<file path="config.mk">
export PLATFORM = sky130hd
export DESIGN_NAME = swc_sleep_ctrl
export DESIGN_NICKNAME = d
export VERILOG_FILES = /design/src/verilog/swc_pkg.sv /design/src/verilog/swc_axil_regs.sv /design/src/verilog/swc_sleep_ctrl.sv
export SDC_FILE = /design/constraint.sdc
export NUM_CORES = 1
export LEC_CHECK = 0
export ABC_AREA = 1
export CORE_ASPECT_RATIO = 1.4
export CORE_MARGIN = 4
export CORE_UTILIZATION = 45
export CTS_CLUSTER_DIAMETER = 200
export DETAILED_ROUTE_END_ITERATION = 8
export DONT_BUFFER_PORTS = 1
export PLACE_DENSITY = 0.64
export SLEW_MARGIN = 10
export SYNTH_ARGS = -nofsm -noshare
export SYNTH_HDL_FRONTEND = slang
export SYNTH_SLANG_ARGS = --single-unit
</file>
<file path="constraint.sdc">
create_clock -name core_clk -period 2.25 [get_ports core_clk]
set_clock_uncertainty 0.1 [all_clocks]
set_input_delay 0.1125 -clock core_clk [delete_from_list [all_inputs] [get_ports core_clk]]
set_output_delay 0.1125 -clock core_clk [all_outputs]
set_load 0.005 [all_outputs]
</file>
<file path="src/verilog/swc_pkg.sv">
// swc_pkg: shared constants and types of the sleep and wakeup controller
// assumes a 32-bit AXI4-Lite register port and one core clock
package swc_pkg;
   localparam int         ADDR_W        = 4;
   localparam int         SYNC_STAGES   = 3;

   // register byte offsets
   localparam logic [3:0] CTRL_OFF      = 4'h0;
   localparam logic [3:0] STAT_OFF      = 4'h4;

   // control register field positions
   localparam int         ONRET_BIT     = 1;
   localparam int         DEEP_BIT      = 2;
   localparam int         PEND_BIT      = 4;

   // status register field positions
   localparam int         STAT_SLP_BIT  = 0;
   localparam int         STAT_EVT_BIT  = 1;
   localparam int         STAT_DEEP_BIT = 2;

   localparam logic [1:0] RESP_OKAY     = 2'h0;
   localparam logic [1:0] RESP_SLVERR   = 2'h2;

   typedef enum {ST_RUN, ST_SLP_INT, ST_SLP_EVT} swc_state_t;

   typedef struct packed {
      logic eventOnPend;
      logic deepSleepSelect;
      logic sleepOnReturn;
   } swc_ctrl_t;

   localparam swc_ctrl_t  CTRL_RST      = '0;

   typedef struct packed {
      logic procClkStop;
      logic sysClkStop;
      logic pllOff;
      logic flashOff;
   } swc_pwr_t;

   localparam swc_pwr_t   PWR_RST       = '0;

   // one-cycle instruction and status strobes from the core pipeline
   typedef struct packed {
      logic waitIntInsn;
      logic waitEvtInsn;
      logic sendEvtInsn;
      logic lastExit;
      logic excTakeable;
      logic irqAbove;
      logic newPend;
   } swc_core_t;
endpackage

</file>
<file path="src/verilog/swc_axil_regs.sv">
// swc_axil_regs: AXI4-Lite slave holding the control word and reading back the status word
// assumes all channels on core_clk; clkEn low freezes every flop
`timescale 1ns/100ps
`default_nettype none
module swc_axil_regs (
   input  wire logic                       core_clk,
   input  wire logic                       resetn,
   input  wire logic                       clkEn,
   input  wire logic                       awvalid,
   output logic                            awready,
   input  wire logic [swc_pkg::ADDR_W-1:0] awaddr,
   input  wire logic                       wvalid,
   output logic                            wready,
   input  wire logic [31:0]                wdata,
   input  wire logic [3:0]                 wstrb,
   output logic                            bvalid,
   input  wire logic                       bready,
   output logic [1:0]                      bresp,
   input  wire logic                       arvalid,
   output logic                            arready,
   input  wire logic [swc_pkg::ADDR_W-1:0] araddr,
   output logic                            rvalid,
   input  wire logic                       rready,
   output logic [31:0]                     rdata,
   output logic [1:0]                      rresp,
   output swc_pkg::swc_ctrl_t              sysCtrlReg,
   input  wire logic [31:0]                statusWord
);
   // bit 0: control word hit, bit 1: status word hit
   function automatic logic [1:0] regDecode(input logic [swc_pkg::ADDR_W-1:0] a);
      regDecode = {a == swc_pkg::STAT_OFF, a == swc_pkg::CTRL_OFF};
   endfunction

   logic                      awHave, next_awHave, wHave, next_wHave;
   logic [swc_pkg::ADDR_W-1:0] awAddrQ, next_awAddrQ;
   logic [7:0]                wByte, next_wByte;
   logic                      wLane, next_wLane;
   logic                      next_bvalid, next_rvalid;
   logic [1:0]                next_bresp, next_rresp, wSel;
   logic [31:0]               next_rdata;
   swc_pkg::swc_ctrl_t        next_ctrl;

   assign awready = clkEn & ~awHave & ~bvalid;
   assign wready  = clkEn & ~wHave & ~bvalid;
   assign arready = clkEn & ~rvalid;

   always_comb begin
      next_awHave  = awHave | (awvalid & awready);
      next_wHave   = wHave | (wvalid & wready);
      next_awAddrQ = awHave ? awAddrQ : awaddr;
      next_wByte   = wHave ? wByte : wdata[7:0];
      next_wLane   = wHave ? wLane : wstrb[0];
      next_bvalid  = bvalid & ~(bready & clkEn);
      next_bresp   = bresp;
      next_rvalid  = rvalid & ~(rready & clkEn);
      next_rdata   = rdata;
      next_rresp   = rresp;
      next_ctrl    = sysCtrlReg;
      wSel         = regDecode(next_awAddrQ);
      if (next_awHave && next_wHave && !bvalid) begin
         next_awHave = 1'b0;
         next_wHave  = 1'b0;
         next_bvalid = 1'b1;
         next_bresp  = |wSel ? swc_pkg::RESP_OKAY : swc_pkg::RESP_SLVERR;
         if (wSel[0] && next_wLane) begin
            next_ctrl.sleepOnReturn   = next_wByte[swc_pkg::ONRET_BIT];
            next_ctrl.deepSleepSelect = next_wByte[swc_pkg::DEEP_BIT];
            next_ctrl.eventOnPend     = next_wByte[swc_pkg::PEND_BIT];
         end
      end
      if (arvalid && arready) begin
         next_rvalid = 1'b1;
         next_rresp  = |regDecode(araddr) ? swc_pkg::RESP_OKAY : swc_pkg::RESP_SLVERR;
         next_rdata  = 32'h0;
         if (regDecode(araddr) == 2'h1) begin
            next_rdata[swc_pkg::ONRET_BIT] = sysCtrlReg.sleepOnReturn;
            next_rdata[swc_pkg::DEEP_BIT]  = sysCtrlReg.deepSleepSelect;
            next_rdata[swc_pkg::PEND_BIT]  = sysCtrlReg.eventOnPend;
         end else if (regDecode(araddr) == 2'h2) begin
            next_rdata = statusWord;
         end
      end
   end

   always_ff @(posedge core_clk or negedge resetn) begin
      if (!resetn) begin
         awHave     <= 1'b0;
         wHave      <= 1'b0;
         awAddrQ    <= '0;
         wByte      <= 8'h00;
         wLane      <= 1'b0;
         bvalid     <= 1'b0;
         bresp      <= swc_pkg::RESP_OKAY;
         rvalid     <= 1'b0;
         rdata      <= 32'h0;
         rresp      <= swc_pkg::RESP_OKAY;
         sysCtrlReg <= swc_pkg::CTRL_RST;
      end else if (clkEn) begin
         awHave     <= next_awHave;
         wHave      <= next_wHave;
         awAddrQ    <= next_awAddrQ;
         wByte      <= next_wByte;
         wLane      <= next_wLane;
         bvalid     <= next_bvalid;
         bresp      <= next_bresp;
         rvalid     <= next_rvalid;
         rdata      <= next_rdata;
         rresp      <= next_rresp;
         sysCtrlReg <= next_ctrl;
      end
   end
endmodule // swc_axil_regs
`default_nettype wire

</file>
<file path="src/verilog/swc_sleep_ctrl.sv">
// swc_sleep_ctrl: sleep entry, event latch and wakeup sequencing of one core
// assumes core strobes on core_clk; extEvent and sendEvtIn are asynchronous
//
// Design decisions made here: the register addresses and the AXI4-Lite register port.
`timescale 1ns/100ps
`default_nettype none
module swc_sleep_ctrl (
   input  wire logic                       core_clk,
   input  wire logic                       resetn,
   input  wire logic                       clkEn,
   input  wire logic                       awvalid,
   output logic                            awready,
   input  wire logic [swc_pkg::ADDR_W-1:0] awaddr,
   input  wire logic                       wvalid,
   output logic                            wready,
   input  wire logic [31:0]                wdata,
   input  wire logic [3:0]                 wstrb,
   output logic                            bvalid,
   input  wire logic                       bready,
   output logic [1:0]                      bresp,
   input  wire logic                       arvalid,
   output logic                            arready,
   input  wire logic [swc_pkg::ADDR_W-1:0] araddr,
   output logic                            rvalid,
   input  wire logic                       rready,
   output logic [31:0]                     rdata,
   output logic [1:0]                      rresp,
   input  wire swc_pkg::swc_core_t         coreIn,
   input  wire logic                       priorityMask,
   input  wire logic                       faultMaskA,
   input  wire logic                       extEvent,
   input  wire logic                       sendEvtIn,
   output logic                            sendEvtOut,
   output swc_pkg::swc_pwr_t               pwrCtl,
   output logic                            wakePulse,
   output logic                            handlerDefer
);
   swc_pkg::swc_ctrl_t  sysCtrlReg;
   logic [31:0]         statusWord;

   swc_pkg::swc_state_t state, next_state;
   swc_pkg::swc_pwr_t   next_pwr;
   logic                evLatch, next_evLatch;
   logic                deepMode, next_deepMode;
   logic                next_defer, next_wake, next_sevOut;
   logic [1:0]          pinIn, pinRise;
   logic                maskWake, wakeInt, evNow, evtWake;

   swc_axil_regs uRegs (
      .core_clk   (core_clk),
      .resetn     (resetn),
      .clkEn      (clkEn),
      .awvalid    (awvalid),
      .awready    (awready),
      .awaddr     (awaddr),
      .wvalid     (wvalid),
      .wready     (wready),
      .wdata      (wdata),
      .wstrb      (wstrb),
      .bvalid     (bvalid),
      .bready     (bready),
      .bresp      (bresp),
      .arvalid    (arvalid),
      .arready    (arready),
      .araddr     (araddr),
      .rvalid     (rvalid),
      .rready     (rready),
      .rdata      (rdata),
      .rresp      (rresp),
      .sysCtrlReg (sysCtrlReg),
      .statusWord (statusWord)
   );

   // peripheral event pin and other cores' send-event line
   assign pinIn = {sendEvtIn, extEvent};

   genvar gi;
   generate
      for (gi = 0; gi < 2; gi++) begin : gSync
         logic [swc_pkg::SYNC_STAGES-1:0] sh, next_sh;
         logic                            filt, next_filt;
         always_comb begin
            next_sh   = {sh[swc_pkg::SYNC_STAGES-2:0], pinIn[gi]};
            next_filt = (sh[1] == sh[2]) ? sh[2] : filt;
         end
         always_ff @(posedge core_clk or negedge resetn) begin
            if (!resetn) begin
               sh   <= '0;
               filt <= 1'b0;
            end else if (clkEn) begin
               sh   <= next_sh;
               filt <= next_filt;
            end
         end
         // a rising level counts once, when the last two stages agree
         assign pinRise[gi] = clkEn & (sh[1] == sh[2]) & sh[2] & ~filt;
      end
   endgenerate

   assign maskWake = priorityMask & ~faultMaskA & coreIn.irqAbove;
   assign wakeInt  = coreIn.excTakeable | maskWake;
   assign evNow    = pinRise[0] | pinRise[1] | coreIn.sendEvtInsn
                   | (sysCtrlReg.eventOnPend & coreIn.newPend);
   assign evtWake  = wakeInt | evNow;

   always_comb begin
      next_state    = state;
      next_evLatch  = evLatch;
      next_deepMode = deepMode;
      next_defer    = handlerDefer;
      next_wake     = wakePulse;
      next_sevOut   = sendEvtOut;
      next_pwr      = pwrCtl;
      if (clkEn) begin
         next_wake    = 1'b0;
         next_sevOut  = coreIn.sendEvtInsn;
         next_evLatch = evLatch | evNow;
         if (!priorityMask) begin
            next_defer = 1'b0;
         end
         unique case (state)
            swc_pkg::ST_RUN: begin
               if (coreIn.waitEvtInsn) begin
                  if (evLatch || evNow) begin
                     // a fresh event in the clearing cycle survives
                     next_evLatch = evLatch & evNow;
                  end else begin
                     next_state = swc_pkg::ST_SLP_EVT;
                  end
               end else if (coreIn.waitIntInsn && !wakeInt) begin
                  next_state = swc_pkg::ST_SLP_INT;
               end else if (coreIn.lastExit && sysCtrlReg.sleepOnReturn && !wakeInt) begin
                  next_state = swc_pkg::ST_SLP_INT;
               end
               next_deepMode = sysCtrlReg.deepSleepSelect;
            end
            swc_pkg::ST_SLP_INT: begin
               if (wakeInt) begin
                  next_state = swc_pkg::ST_RUN;
                  next_wake  = 1'b1;
                  next_defer = priorityMask & ~faultMaskA;
               end
            end
            swc_pkg::ST_SLP_EVT: begin
               // the waking event is consumed, not latched
               next_evLatch = evLatch;
               if (evtWake) begin
                  next_state = swc_pkg::ST_RUN;
                  next_wake  = 1'b1;
                  next_defer = priorityMask & ~faultMaskA;
               end
            end
         endcase
         next_pwr.procClkStop = next_state != swc_pkg::ST_RUN;
         next_pwr.sysClkStop  = next_pwr.procClkStop & next_deepMode;
         next_pwr.pllOff      = next_pwr.procClkStop & next_deepMode;
         next_pwr.flashOff    = next_pwr.procClkStop & next_deepMode;
      end
   end

   always_ff @(posedge core_clk or negedge resetn) begin
      if (!resetn) begin
         state        <= swc_pkg::ST_RUN;
         evLatch      <= 1'b0;
         deepMode     <= 1'b0;
         handlerDefer <= 1'b0;
         wakePulse    <= 1'b0;
         sendEvtOut   <= 1'b0;
         pwrCtl       <= swc_pkg::PWR_RST;
      end else begin
         state        <= next_state;
         evLatch      <= next_evLatch;
         deepMode     <= next_deepMode;
         handlerDefer <= next_defer;
         wakePulse    <= next_wake;
         sendEvtOut   <= next_sevOut;
         pwrCtl       <= next_pwr;
      end
   end

   // the event latch is deliberately absent from the status word
   always_comb begin
      statusWord                         = 32'h0;
      statusWord[swc_pkg::STAT_SLP_BIT]  = pwrCtl.procClkStop;
      statusWord[swc_pkg::STAT_EVT_BIT]  = state == swc_pkg::ST_SLP_EVT;
      statusWord[swc_pkg::STAT_DEEP_BIT] = pwrCtl.sysClkStop;
   end
endmodule // swc_sleep_ctrl
`default_nettype wire

</file>
==> impl_results.md <==
* Yosys cell types at 27
* First-pass iteration count of the detailed router at 4
* Layout cells sized above 1 at 0.0732
* Sink Count at 68
* Clock transition at the registers of the reported paths at 0.07 ns
* Boundary Pins at 111
* Mean post-synth cell area at 8.02 sq um
* Vias at 2560
* Initial core utilization at 0.471
* Final hold slack at 0.0306 ns
* CP Launch Type: flop
* Pre-CTS setup slack at 0.360 ns
* Slew @ Worst Pin at 0.565 ns
* Max FO, Critical Path at 5
* Final net count at 509
* Postcts setup bufs at 0
* Rel. slew slack at 0.624
* Routed Wire Length at 6530 um
* Worst Setup End Kind: flop
* Num CTS Buffers at 9
* CTS root buffer: clkbuf_8
* HPWL Detailed at 4550 um
* Gr usage total at 0.162
* First-pass GRT wire length at 11200 um
* Avg WL per Cell at 12.0 um
* Post-synthesis sequential area ratio at 0.511
* Post-synth EDFFs at 0
* Synthesis-to-finish area growth at 15.3%
* Die Area at 8860 sq um
* Top cell type's share of synthesized area at 0.511
* Total of max-cap violations at 0
* Required @ worst endpoint at 2.43 ns
* Setup violators final at 0
* GR Util met2 at 0.267
* Met1 Use GR at 0.195
* Synth Cell Area at 3330 sq um
* Top cells by instance count after synthesis: nand2_1 (96), nor2_1 (69), dfrtp_1 (68)
* Die Span Y at 110 um
* DRC at 0
* Antenna diodes at 0
* Vias in the first global route at 2515
* Leakage power figure at 0.00195 uW
* Clock buffer depth at 2
* Antenna violations before repair at 0
* Peak VDD IR at 605 uV
* Synth Flop Type: dfrtp_1
* Dominant cell type by area after synthesis: dfrtp_1
* H-tree Lvls at 3
* Clk_lat worst skew at 0.34 ns
* Fin util at 0.543
* Fmax at 0.470 GHz
* Worst min-delay path class: input pin to flop
* Power per cell area at 948 nW/um^2
* Vias per cell at 4.69
* Fin crit period at 2.13 ns
* Final Power at 3640 uW
* Met3 Use GR at 0.0549
* Status: completed
* Final WS setup at 0.122 ns
* Total gr overflow at 0
* Area of the core at 7070 sq um
* Largest net degree at the start of global routing at 69
* Yosys reg bits at 68
* PortBufs at 0
* Fin Setup TNS at 0 ns
* Final hold viol count at 0
* Ys async rst share at 1.00
* Synth top area cells: dfrtp_1 (51%), nand2_1 (11%), nor2_1 (7.8%), buf_4 (7.2%), inv_1 (6.3%)
* RSZ-0062 raised after global routing: yes
* Gpl congestion at 0.803
* Top Usage Layer GRT: met2
* Max-slew violations at 0
* Final Cycle Share at 0.946
* Worst Path Arrival at 2.31 ns
* Type of the worst setup path: flop to flop
* Chip Width at 80.7 um
* CTS tree: done
* Row cnt at 36
* Post-Syn Instances at 415
* DRT antenna net count at 0
* Top-count cell post-synth: nand2_1
* DR iter-0 viols at 148
* Synth warnings at 0
==> metal layers <==
layer / up-vias / wire length, um
met5: - / 0
li1: 1285 / -
met3: 11 / 499
met4: 0 / 114
met1: 1184 / 2700
met2: 80 / 3220
==> repair_timing <==
action / 4_1_cts / 5_1_grt
gates resized for setup: 0 / 5
hold buffers: 29 / 0
endpoints found under the hold margin: 106 / 0
endpoints found under the setup margin: 0 / 7
==> worst paths after layout <==
path                                start  slack [ns]  cells past startpoint              to
worst max-delay path             state[1]        0.12                     10       wakePulse
worst max register to register   state[1]        0.12                     10       wakePulse
min in group asynchronous          resetn        0.20                      2       state[25]
max in group asynchronous          resetn        1.57                      2    uRegs.rvalid
worst min register to register   state[2]        0.39                      2        state[2]
worst min-delay path            awaddr[0]        0.03                      4  uRegs.bresp[1]
==> area by class of cell <==
type,count,area (sq um)
fillers,683,3230
well taps,95,119
clock buffers,9,124
multi-input cells,276,1230
inverters,59,221
repair buffers,32,345
flip-flops and latches,68,1700
clock inverters,7,101
==> sequential cells by signal (all words and copies together) (netlist names), 2 cells and up <==
signal	cells
uRegs.wByte	3
uRegs.sysCtrlReg	3
state	32
uRegs.awAddrQ	4
uRegs.rdata	4
pwrCtl	2
gSync.filt	2
gSync.sh	6
==> where the power goes <==
part	internal, uW	switching (uW)	leakage [uW]	total, uW
combinational	364	515	0.000960	878
sequential	1460	200	0.000883	1660
clock	628	475	0.000106	1100
==> cells by family after synthesis <==
family | Yosys count | share of synthesized area
AND/OR/NAND/NOR | 204 | 0.258
multiplexers | 4 | 0.0120
flip-flops | 68 | 0.511
AO/OA/AOI/OAI | 38 | 0.0613
other | 1 | 0.00113
buffers and inverters | 100 | 0.156
==> layout by cell type, fill, tap and decap left out, types with 4 or more instances in the layout <==
| cell | instances |
|---|---|
| nand4_1 | 5 |
| nand2_1 | 95 |
| dlygate4sd3_1 | 27 |
| o21ai_1 | 5 |
| nand3_1 | 18 |
| dfrtp_1 | 68 |
| nor2_1 | 68 |
| conb_1 | 30 |
| mux2i_1 | 4 |
| inv_1 | 56 |
| o21ai_0 | 21 |
| clkbuf_8 | 9 |
| a21oi_1 | 5 |
| nor3_1 | 8 |
| a31oi_1 | 4 |
==> per-stage QoR <==
step	cell area (sq um)	std cells
finish	3840	546
global route	3840	546
CTS	3830	546
detailed placement	3290	501
global placement	3290	501
floorplan	3440	444
==> critical path: stages (launching register included) <==
cell	delay, ns
dfrtp_1	0.44
inv_1	0.14
nand3_1	0.10
nor2_2	0.17
nand2_1	0.07
nor2_1	0.18
inv_1	0.08
o32ai_1	0.11
nand2_1	0.07
dlygate4sd3_1	0.55
nand2_1	0.06
Note: power is estimated with default switching activity, not from simulation.
